--- src/pkg/role_session_params.svh ---
// constants for the role and session controller
`ifndef ROLE_SESSION_PARAMS_SVH
`define ROLE_SESSION_PARAMS_SVH
`define MGMT_ROLE_W      3
`define PATH_ROLE_W      2
`define ACCESS_W         2
`define KEY_SEL_NONE     2'h0
`define KEY_SEL_CURRENT  2'h1
`define KEY_SEL_MIGRATE  2'h2
`endif

--- src/pkg/role_session_pkg.sv ---
// types shared by the role and session controller
package role_session_pkg;
   // management side roles
   typedef enum logic [2:0] {
      MGMT_NONE      = 3'b000,
      MGMT_INIT      = 3'b001,
      MGMT_ADMIN     = 3'b010,
      MGMT_MANAGER   = 3'b011,
      MGMT_USER      = 3'b100
   } mgmt_role_t;
   // datapath roles
   typedef enum logic [1:0] {
      PATH_NONE      = 2'b00,
      PATH_SECURE    = 2'b01,
      PATH_MIGRATE   = 2'b10,
      PATH_PREBOOT   = 2'b11
   } path_role_t;
   // session commands decoded from the host command stream
   typedef enum logic [3:0] {
      CMD_NOP          = 4'h0,
      CMD_LOGIN_INIT   = 4'h1,
      CMD_LOGIN_OP     = 4'h2,
      CMD_LOGOUT_MGMT  = 4'h3,
      CMD_BOOT_LEAVE   = 4'h4,
      CMD_BOOT_STAY    = 4'h5,
      CMD_MIGRATE      = 4'h6,
      CMD_UNLOCK_PRE   = 4'h7,
      CMD_LOGOUT_PATH  = 4'h8,
      CMD_AUTO_AUTH    = 4'h9,
      CMD_CREATE_ADMIN = 4'hA
   } cmd_t;
endpackage

--- src/pkg/drive_gate_if.sv ---
// carrier between session controller and drive access gate
interface drive_gate_if;
   logic [1:0] pathRole;
   logic       allowRead;
   logic       allowWrite;
   logic [1:0] decKeySel;
   logic [1:0] encKeySel;
   modport ctrl (output pathRole, input allowRead, allowWrite, decKeySel, encKeySel);
   modport gate (input pathRole, output allowRead, allowWrite, decKeySel, encKeySel);
endinterface

--- src/hdl/drive_access_gate.sv ---
// drive region gating and key selection from the datapath role
`include "role_session_params.svh"
module drive_access_gate (
   drive_gate_if.gate gi,
   input  wire logic  preboot_region
);
   // ************************************************
   // access decision for one drive request
   // ************************************************
   always_comb begin
      gi.allowRead  = 1'b0;
      gi.allowWrite = 1'b0;
      gi.decKeySel  = `KEY_SEL_NONE;
      gi.encKeySel  = `KEY_SEL_NONE;
      case (role_session_pkg::path_role_t'(gi.pathRole))
         role_session_pkg::PATH_SECURE: begin
            gi.allowRead  = !preboot_region;
            gi.allowWrite = !preboot_region;
            gi.decKeySel  = `KEY_SEL_CURRENT;
            gi.encKeySel  = `KEY_SEL_CURRENT;
         end
         role_session_pkg::PATH_MIGRATE: begin
            gi.allowRead  = !preboot_region;
            gi.allowWrite = !preboot_region;
            gi.decKeySel  = `KEY_SEL_MIGRATE;  // old key on reads
            gi.encKeySel  = `KEY_SEL_CURRENT;  // new key on writes
         end
         role_session_pkg::PATH_PREBOOT: begin
            gi.allowRead  = preboot_region;
            gi.allowWrite = preboot_region;
            gi.decKeySel  = `KEY_SEL_CURRENT;
            gi.encKeySel  = `KEY_SEL_CURRENT;
         end
         default: begin
            gi.allowRead  = preboot_region;    // read only
            gi.decKeySel  = `KEY_SEL_CURRENT;
         end
      endcase
   end
endmodule // drive_access_gate

--- src/hdl/datapath_role_session_control.sv ---
// role and session controller for the encrypting datapath
`include "role_session_params.svh"
module datapath_role_session_control (
   input  wire logic        core_clk,
   input  wire logic        rstn,
   input  wire logic        approvedMode,
   input  wire logic        accountsExist,
   input  wire logic        cmdValid,
   input  wire logic [3:0]  cmdCode,
   input  wire logic [2:0]  cmdLoginRole,
   input  wire logic        cmdAuthOk,
   input  wire logic        errorEvent,
   input  wire logic        preboot_region,
   output logic             cmdAccept,
   output logic             cmdReject,
   output logic [2:0]       management_side,
   output logic [1:0]       encrypting_datapath,
   output logic             initDone,
   output logic             createAdminPulse,
   output logic             driveReadAllow,
   output logic             driveWriteAllow,
   output logic [1:0]       decKeySel,
   output logic [1:0]       encKeySel
);
   // ************************************************
   // state
   // ************************************************
   role_session_pkg::mgmt_role_t mgmtRole;
   role_session_pkg::mgmt_role_t next_mgmtRole;
   role_session_pkg::path_role_t pathRole;
   role_session_pkg::path_role_t next_pathRole;
   logic                         adminCreated;
   logic                         next_adminCreated;
   logic                         next_initDone;
   logic                         next_createAdminPulse;
   logic                         next_cmdAccept;
   logic                         next_cmdReject;
   logic                         ok;
   role_session_pkg::cmd_t       cmd;
   role_session_pkg::mgmt_role_t reqRole;
   drive_gate_if                 gateBus ();

   assign cmd     = role_session_pkg::cmd_t'(cmdCode);
   assign reqRole = role_session_pkg::mgmt_role_t'(cmdLoginRole);

   // ************************************************
   // session state next values
   // ************************************************
   always_comb begin
      next_mgmtRole         = mgmtRole;
      next_pathRole         = pathRole;
      next_adminCreated     = adminCreated;
      next_initDone         = initDone;
      next_createAdminPulse = 1'b0;
      ok                    = 1'b0;
      if (cmdValid) begin
         case (cmd)
            role_session_pkg::CMD_LOGIN_INIT: begin
               // initializer only while no accounts, both sides idle
               ok = !accountsExist && cmdAuthOk
                    && mgmtRole == role_session_pkg::MGMT_NONE
                    && pathRole == role_session_pkg::PATH_NONE;
               if (ok) next_mgmtRole = role_session_pkg::MGMT_INIT;
            end
            role_session_pkg::CMD_LOGIN_OP: begin
               ok = accountsExist && cmdAuthOk
                    && mgmtRole == role_session_pkg::MGMT_NONE
                    && (reqRole == role_session_pkg::MGMT_ADMIN
                        || reqRole == role_session_pkg::MGMT_MANAGER
                        || reqRole == role_session_pkg::MGMT_USER);
               if (ok) next_mgmtRole = reqRole;
            end
            role_session_pkg::CMD_LOGOUT_MGMT: begin
               ok            = mgmtRole != role_session_pkg::MGMT_NONE;
               next_mgmtRole = role_session_pkg::MGMT_NONE;
            end
            role_session_pkg::CMD_BOOT_LEAVE,
            role_session_pkg::CMD_BOOT_STAY: begin
               // no new credentials needed from a held role
               ok = mgmtRole != role_session_pkg::MGMT_NONE
                    && mgmtRole != role_session_pkg::MGMT_INIT
                    && pathRole == role_session_pkg::PATH_NONE;
               if (ok) begin
                  next_pathRole = role_session_pkg::PATH_SECURE;
                  if (cmd == role_session_pkg::CMD_BOOT_LEAVE)
                     next_mgmtRole = role_session_pkg::MGMT_NONE;
               end
            end
            role_session_pkg::CMD_MIGRATE,
            role_session_pkg::CMD_UNLOCK_PRE: begin
               ok = mgmtRole == role_session_pkg::MGMT_ADMIN
                    && pathRole == role_session_pkg::PATH_NONE;
               if (ok) begin
                  if (cmd == role_session_pkg::CMD_MIGRATE)
                     next_pathRole = role_session_pkg::PATH_MIGRATE;
                  else
                     next_pathRole = role_session_pkg::PATH_PREBOOT;
               end
            end
            role_session_pkg::CMD_LOGOUT_PATH: begin
               ok            = pathRole != role_session_pkg::PATH_NONE;
               next_pathRole = role_session_pkg::PATH_NONE;
            end
            role_session_pkg::CMD_AUTO_AUTH: begin
               // never in approved mode, never past a held role
               ok = !approvedMode
                    && pathRole == role_session_pkg::PATH_NONE
                    && mgmtRole == role_session_pkg::MGMT_NONE;
               if (ok) next_pathRole = role_session_pkg::PATH_SECURE;
            end
            role_session_pkg::CMD_CREATE_ADMIN: begin
               ok = mgmtRole == role_session_pkg::MGMT_INIT && !adminCreated;
               if (ok) begin
                  next_adminCreated     = 1'b1;
                  next_initDone         = 1'b1;
                  next_createAdminPulse = 1'b1;
               end
            end
            default: ok = 1'b0;
         endcase
      end
      // error overrides everything
      if (errorEvent) begin
         next_mgmtRole = role_session_pkg::MGMT_NONE;
         next_pathRole = role_session_pkg::PATH_NONE;
         ok            = 1'b0;
         next_createAdminPulse = 1'b0;
         next_adminCreated     = adminCreated;
         next_initDone         = initDone;
      end
      next_cmdAccept = cmdValid && ok;
      next_cmdReject = cmdValid && !ok;
   end

   // ************************************************
   // session state registers
   // ************************************************
   always_ff @(posedge core_clk) begin
      if (!rstn) begin
         mgmtRole         <= role_session_pkg::MGMT_NONE;
         pathRole         <= role_session_pkg::PATH_NONE;
         adminCreated     <= 1'b0;
         initDone         <= 1'b0;
         createAdminPulse <= 1'b0;
         cmdAccept        <= 1'b0;
         cmdReject        <= 1'b0;
      end else begin
         mgmtRole         <= next_mgmtRole;
         pathRole         <= next_pathRole;
         adminCreated     <= next_adminCreated;
         initDone         <= next_initDone;
         createAdminPulse <= next_createAdminPulse;
         cmdAccept        <= next_cmdAccept;
         cmdReject        <= next_cmdReject;
      end
   end

   // ************************************************
   // role outputs and drive gate
   // ************************************************
   assign management_side     = mgmtRole;
   assign encrypting_datapath = pathRole;
   assign gateBus.pathRole    = pathRole;
   assign driveReadAllow      = gateBus.allowRead;
   assign driveWriteAllow     = gateBus.allowWrite;
   assign decKeySel           = gateBus.decKeySel;
   assign encKeySel           = gateBus.encKeySel;

   drive_access_gate u_gate (
      .gi             (gateBus.gate),
      .preboot_region (preboot_region)
   );
endmodule // datapath_role_session_control

--- config.mk ---
export PLATFORM = sky130hd
export DESIGN_NAME = datapath_role_session_control
export DESIGN_NICKNAME = d
export VERILOG_FILES = /design/src/pkg/role_session_pkg.sv /design/src/pkg/drive_gate_if.sv /design/src/hdl/drive_access_gate.sv /design/src/hdl/datapath_role_session_control.sv
export VERILOG_INCLUDE_DIRS = /design/src /design/src/pkg
export SDC_FILE = /design/constraint.sdc
export NUM_CORES = 1
export LEC_CHECK = 0
export BUFFER_PORTS_ARGS = -buffer_cell sky130_fd_sc_hd__buf_2
export CELL_PAD_IN_SITES_DETAIL_PLACEMENT = 0
export CELL_PAD_IN_SITES_GLOBAL_PLACEMENT = 1
export CORE_ASPECT_RATIO = 2
export CORE_UTILIZATION = 30
export DETAILED_ROUTE_END_ITERATION = 10
export PLACE_DENSITY = 0.76
export SYNTH_ARGS = -nofsm -noshare
export SYNTH_HDL_FRONTEND = slang
export SYNTH_SLANG_ARGS = --single-unit
--- constraint.sdc ---
create_clock -name core_clk -period 1.7 [get_ports core_clk]
set_input_delay 0.085 -clock core_clk [delete_from_list [all_inputs] [get_ports core_clk]]
set_output_delay 0.085 -clock core_clk [all_outputs]
set_load 0.01 [all_outputs]
==> results.cfg, run 1 <==
[outcome]
outcome = finished with violations
failed_checks = negative setup slack

[synth]
ys.warnings.count = 0
syn-num-nets = 119
postSynthAreaPerCell_um2 = 7.88
synth_xor_area_share_pct = 1.10
synth_mux_area_share_pct = 7.70
syn-cell-area_um2 = 796
synth_ff_type = dfxtp_1
synth-simple-area-share_pct = 36.6
synth_edf_count = 0
synth_top_family_by_area = simple AND/OR/NAND/NOR gates
synth_compound_area_share_pct = 18.1
synth_fa_ha_area_share_pct = 4.72
synthCells = 101
ys_ff_latch = 9
yosysSeqAreaShare_pct = 22.6
synth_cell_types = 44
synthArstFlopShare_pct = 0

[setup_path]
worst-path-buf-inv = 0
crit_top_cell = or4b_4
path_cells = or4b_4, or4b_4, o31a_1, a31o_1
cp.required_ps = 1820
crit_fanout = 2
end_kind = flip-flop
path_delay_family = simple AND/OR/NAND/NOR gates
arrival_ps = 1860
slowest_stage = or4b_4
max_stage_delay_ps = 510
cp-start-kind = flip-flop
crit_type = flip-flop to flip-flop

[power]
powerDensity_mw_per_mm2 = 549
p_leak_nw = 0.523
peakVddDrop_uv = 544

[cts]
clk_latency_ps = 240
cts.sinks = 9
ctsLongestPathBuffers = 2
hold_buffers = 0
post-cts-setup-buffers = 0
numCtsBuffers = 3
cts_tree = yes
path_clk_slew_ps = 50
ctsRootBufferMaster = clkbuf_8
ctsResizeCount = 0
htreeDepth = 1

[final_layout]
drive_gt1_share_pct = 38.5
stdcell_area_mm2 = 0.00106
nNetsFinal = 154
diodes = 0
area_delta_synth_final_pct = 33.6
fillerInstances = 270

[drt]
drc = 0
dr_total_vias = 871
antenna_left = 0
wl_per_cell_um = 13.3
wl_um = 2170
dr.pass1.iters = 4
drtIter0Drc = 18
via_per_inst = 5.34

[timing]
max_clock_freq_ghz = 0.577
fin_crit_sh_pct = 102
postLayoutSetupSlackWorst_ps = -32.1
fin_worst_skew_ps = 4.80
timing.final.crit_period_ps = 1730
hold_viol = 0
setup_violations = 1
final_max_slew_viol_count = 0
rsz0062_at_grt = true

[place]
dp_hpwl_um = 1770
portBuffers = 28
place_ws_ps = -28.3
dpl_cell_area_mm2 = 0.00100
finalWeightedCongestion = 0.877

[global_route]
grt_antenna_before_repair = 0
overflow = 0
grt_pass1_wl_um = 3570
grt_pass1_vias = 847
grt_max_degree = 15
grt_usage_pct = 17.2

[flow_run]
maxCapViolCount = 0

[floorplanning]
die_w_um = 38.4
core_region_area_mm2 = 0.00254
start_util_pct = 31.4
die-area_mm2 = 0.00288
io_pins = 30
row_count = 26
dieHeight_um = 74.8

[worst_hold_path]
hp-class = primary input to flip-flop
path summary, 6_finish.rpt:
check                                                startpoint                        end  slack [ps]  depth (start not counted)
worst max-delay path            management_side[2]$_SDFFE_PP0P_       cmdReject$_SDFF_PN0_         -30                          4
worst max register to register  management_side[2]$_SDFFE_PP0P_       cmdReject$_SDFF_PN0_         -30                          4
worst min register to register        adminCreated$_SDFFE_PN0P_  adminCreated$_SDFFE_PN0P_         500                          1
worst min-delay path                                       rstn  adminCreated$_SDFFE_PN0P_          80                          2
per-stage QoR:
step / TNS [ps] / power, mW / cells / util, % / hold WS, ps
floorplan: -43.5 / 0.291 / 101 / - / 199
global placement: -1.68 / 0.334 / 159 / 39.6 / 322
detailed placement: -28.3 / 0.335 / 159 / 39.6 / 328
CTS: -37.8 / 0.587 / 163 / 41.4 / 84.8
global route: -112 / 0.612 / 163 / 41.9 / 108
finish: -32.1 / 0.584 / 163 / 41.9 / 84.7
report_power, final:
group | switching [mW] | internal (mW)
Clock | 0.0868 | 0.164
Sequential | 0.00102 | 0.214
Combinational | 0.0657 | 0.0532
Total | 0.153 | 0.430
layout make-up:
type                       count  area, µm²  share of cell area, %
multi-input combinational     77        561                   52.7
inverter                       8       30.0                   2.82
timing repair buffer          37        208                   19.5
tap                           28       35.0                   3.29
clock buffer                   4       45.0                   4.24
sequential                     9        185                   17.4
worst register-to-register path, cell delays in order, from the launching register on:
cell	delay, ps
dfxtp_4	330
or4b_4	510
or4b_4	490
o31a_1	130
a31o_1	170
cell families (layout without fill, tap and decap cells):
group | count (synthesis) | after routing
buffers and inverters | 15 | 49
other | 1 | 1
XOR/XNOR | 1 | 1
adder cells (fa/ha/maj) | 3 | 3
flip-flops | 9 | 9
AND/OR/NAND/NOR | 46 | 46
multiplexers | 6 | 6
AO/OA/AOI/OAI | 20 | 20
metal layers:
metal	share of wire, %	wire length, µm	vias to the layer above	track usage [%]
met5	0	0	-	0
met4	1.9	42	0	5.75
met3	3.9	84	7	3.54
met2	54	1170	25	30.3
met1	40	874	405	20.0
li1	-	-	434	-
cells in the final DEF (no fill, tap or decap), drive strengths merged, types with 2 or more instances in the layout:
cell     n
buf     37
nand2   11
dfxtp    9
inv      8
a21oi    5
nand2b   5
mux2i    5
nor2     5
clkbuf   4
and3     3
nand3b   3
nor2b    3
or4b     3
ha       3
nor4bb   2
o21ai    2
nand4    2
o211ai   2
nor4     2
synthesized netlist by cell type, types with 2 or more instances:
| cell | number | area share (%) |
|---|---|---|
| mux2i_1 | 5 | 6.3 |
| or4b_1 | 2 | 2.5 |
| buf_4 | 3 | 2.8 |
| nor2_1 | 4 | 1.9 |
| nor4bb_1 | 2 | 2.5 |
| nor4_1 | 2 | 1.6 |
| o211ai_1 | 2 | 1.9 |
| a21oi_1 | 5 | 3.1 |
| nand4_1 | 2 | 1.6 |
| nand2b_1 | 5 | 3.9 |
| inv_1 | 8 | 3.8 |
| ha_1 | 3 | 4.7 |
| dfxtp_1 | 9 | 23 |
| nand3b_1 | 3 | 2.8 |
| nor2b_1 | 2 | 1.6 |
| o21ai_0 | 2 | 1.3 |
| nand2_1 | 11 | 5.2 |
| and3_1 | 3 | 2.4 |
| clkbuf_1 | 3 | 1.4 |
registers in the layout, indices dropped and copies added (netlist names):
register,count
encrypting_datapath,2
createAdminPulse,1
cmdAccept,1
management_side,3
cmdReject,1
adminCreated,1
Note: power is estimated with default switching activity, not from simulation.
==> run 2, diff against run 1 <==
ABC_AREA = 1   (was default)
CORE_UTILIZATION = 28   (was 30)
PLACE_DENSITY = 0.77   (was 0.76)
==> run 2 against run 1 <==
The run now ends clean. Area after synthesis decreased by 0.31%. Sequential share of layout area increased by 0.43 points. Combinational power increased by 20%. Largest power group unchanged. Critical endpoint is now management_side[0]$_SDFFE_PP0P_.
==> results.cfg, run 2 <==
[cts]
cts.sinks = 9
post-cts-setup-buffers = 0
path_clk_slew_ps = 40
clk_latency_ps = 230
ctsRootBufferMaster = clkbuf_8
ctsLongestPathBuffers = 2
cts_tree = yes
htreeDepth = 1
numCtsBuffers = 3

[synth]
synthCells = 139
syn-cell-area_um2 = 793
synth_area_leaders = dfxtp_1, nand2_1, nor2_1
synth_top_area_share_pct = 22.7
postSynthAreaPerCell_um2 = 5.71
syn-num-nets = 157
synth_commonest_cells = nand2_1, nor2_1, inv_1
yosysSeqAreaShare_pct = 22.7
synth_top_cell_by_area = dfxtp_1
synthArstFlopShare_pct = 0
synth_edf_count = 0
synth_ff_type = dfxtp_1
ys.warnings.count = 0
ys_ff_latch = 9
synth_cell_types = 23
synth.most_common_cell = nand2_1

[global_route]
grt.busiest_layer = met2
grt_usage_pct = 17.1
grt_pass1_wl_um = 3750
met3_usage_pct = 2.89
grt_antenna_before_repair = 0
grt_use_met2_pct = 30.2
use_met1_pct = 16.3
grt_max_degree = 9
overflow = 0
grt_pass1_vias = 940

[final_layout]
layout_commonest_cell = nand2_1
nNetsFinal = 189
fin_util_pct = 37.4
regArea_um2 = 180
multi_input_area_um2 = 526
diodes = 0
area_delta_synth_final_pct = 27.3
layout_common_cells = nand2_1, nor2_1, buf_2, inv_1, nand3_1
fillerInstances = 317
drive_gt1_share_pct = 27.1
largest_register_ffs = 3

[worst_hold_path]
hp-class = primary input to flip-flop
worstHoldEndpoint = cmdReject$_SDFF_PN0_
min_delay_path_depth = 3
min-delay-start = rstn

[drt]
wl_per_cell_um = 10.9
drc = 0
drtIter0Drc = 22
via_per_inst = 4.67
wl_um = 2170
dr_total_vias = 929
dr.pass1.iters = 6
antenna_left = 0

[power]
powerDensity_mw_per_mm2 = 602
p_leak_nw = 0.556
peakVddDrop_uv = 478

[floorplanning]
start_util_pct = 29.4
row_count = 27
core_region_area_mm2 = 0.00270
die_w_um = 39.6
dieHeight_um = 77.3
io_pins = 30
die-area_mm2 = 0.00306

[setup_path]
crit_top_cell = nor2_1
cp-start-kind = flip-flop
regToRegSetupSlack_ps = 220
slowest_stage = dfxtp_1
max_stage_delay_ps = 330
r2r_start = encrypting_datapath[0]$_SDFFE_PP0P_
path_delay_family = simple AND/OR/NAND/NOR gates
crit_type = flip-flop to flip-flop
arrival_ps = 1650
timing.rr.end = management_side[0]$_SDFFE_PP0P_
end_kind = flip-flop
worst-path-buf-inv = 1
reg2regPathDepth = 10
cp.required_ps = 1870
crit_fanout = 7
path_cells = inv_1, ha_2, nand3_1, nor2_1, nor2_1, nor2_1, nand3_2, nand2_1, nand2_1, nor2_1

[flow_run]
maxCapViolCount = 0

[timing]
final_max_slew_viol_count = 0
max_clock_freq_ghz = 0.676
setup_violations = 0
hold_viol = 0
fin_crit_sh_pct = 87.0
hold_slack_ps = 99.6
timing.final.crit_period_ps = 1480
rsz0062_at_grt = false
finalSetupTns_ps = 0
fin_worst_skew_ps = 3.26

[place]
portBuffers = 28
finalWeightedCongestion = 0.771
dp_hpwl_um = 1900

[outcome]
outcome = completed
==> run 2: changes by cell type after synthesis, moves of 5 or more <==
cell / before / now
nand2_1: 11 / 33
nand2b_1: 5 / 0
mux2i_1: 5 / 0
nor2_1: 4 / 29
nand3_1: 0 / 13
inv_1: 8 / 20
==> run 2: cell families after synthesis <==
logic type / after synthesis / synth area share, %
AND/OR/NAND/NOR: 90 / 51.1
buffers and inverters: 23 / 11.4
AO/OA/AOI/OAI: 11 / 7.10
flip-flops: 9 / 22.7
adder cells (fa/ha/maj): 3 / 4.73
other: 1 / 0.473
XOR/XNOR: 1 / 1.10
multiplexers: 1 / 1.42
==> run 2: tightest hold or removal path, stage by stage <==
cell and delay, ps:
buf_2 110, nand2_1 50, a21oi_1 30
==> run 2: timing repair <==
item	in CTS	in global routing
hold endpoints to repair	0	0
hold buffers	0	0
gates resized for setup	0	1
endpoints found under the setup margin	0	2
==> run 2: area by class of cell <==
cell class / instances / share of cell area [%]
Timing Repair Buffer: 28 / 13.9
Multi-Input combinational cell: 107 / 52.0
Tap cell: 29 / 3.59
Clock buffer: 4 / 4.46
Inverter: 22 / 8.18
Sequential cell: 9 / 17.8
==> run 2: metal layers <==
layer	vias to the layer above	routed length [µm]
li1	491	-
met3	9	69
met4	0	99
met5	-	0
met2	24	1260
met1	405	740
==> run 2: how the worst max path moves through the flow <==
stage                                        start                                   to  slack, ps  cells after the start
2_1_floorplan  encrypting_datapath[0]$_SDFFE_PP0P_  encrypting_datapath[1]$_SDFFE_PP0P_        310                     10
3_3_place_gp   encrypting_datapath[0]$_SDFFE_PP0P_      management_side[0]$_SDFFE_PP0P_        180                     10
3_5_place_dp   encrypting_datapath[0]$_SDFFE_PP0P_      management_side[0]$_SDFFE_PP0P_        170                     10
4_1_cts        encrypting_datapath[0]$_SDFFE_PP0P_      management_side[0]$_SDFFE_PP0P_        140                     10
5_1_grt        encrypting_datapath[1]$_SDFFE_PP0P_      management_side[0]$_SDFFE_PP0P_         60                      9
6_report       encrypting_datapath[0]$_SDFFE_PP0P_      management_side[0]$_SDFFE_PP0P_        220                     10
==> run 2: power breakdown <==
part / switching [mW] / internal, mW
clock network: 0.0818 / 0.163
logic: 0.0908 / 0.0521
registers: 0.00338 / 0.217
==> run 2: per-stage QoR <==
stage          std cells  setup slack [ps]  total power, mW  instance area, µm²
4_1_cts              199               136            0.614                1010
6_report             199               221            0.608                1010
3_5_place_dp         195               167            0.367                 962
2_1_floorplan        139               314            0.315                 793
5_1_grt              199              59.8            0.651                1010
3_3_place_gp         195               185            0.366                 962
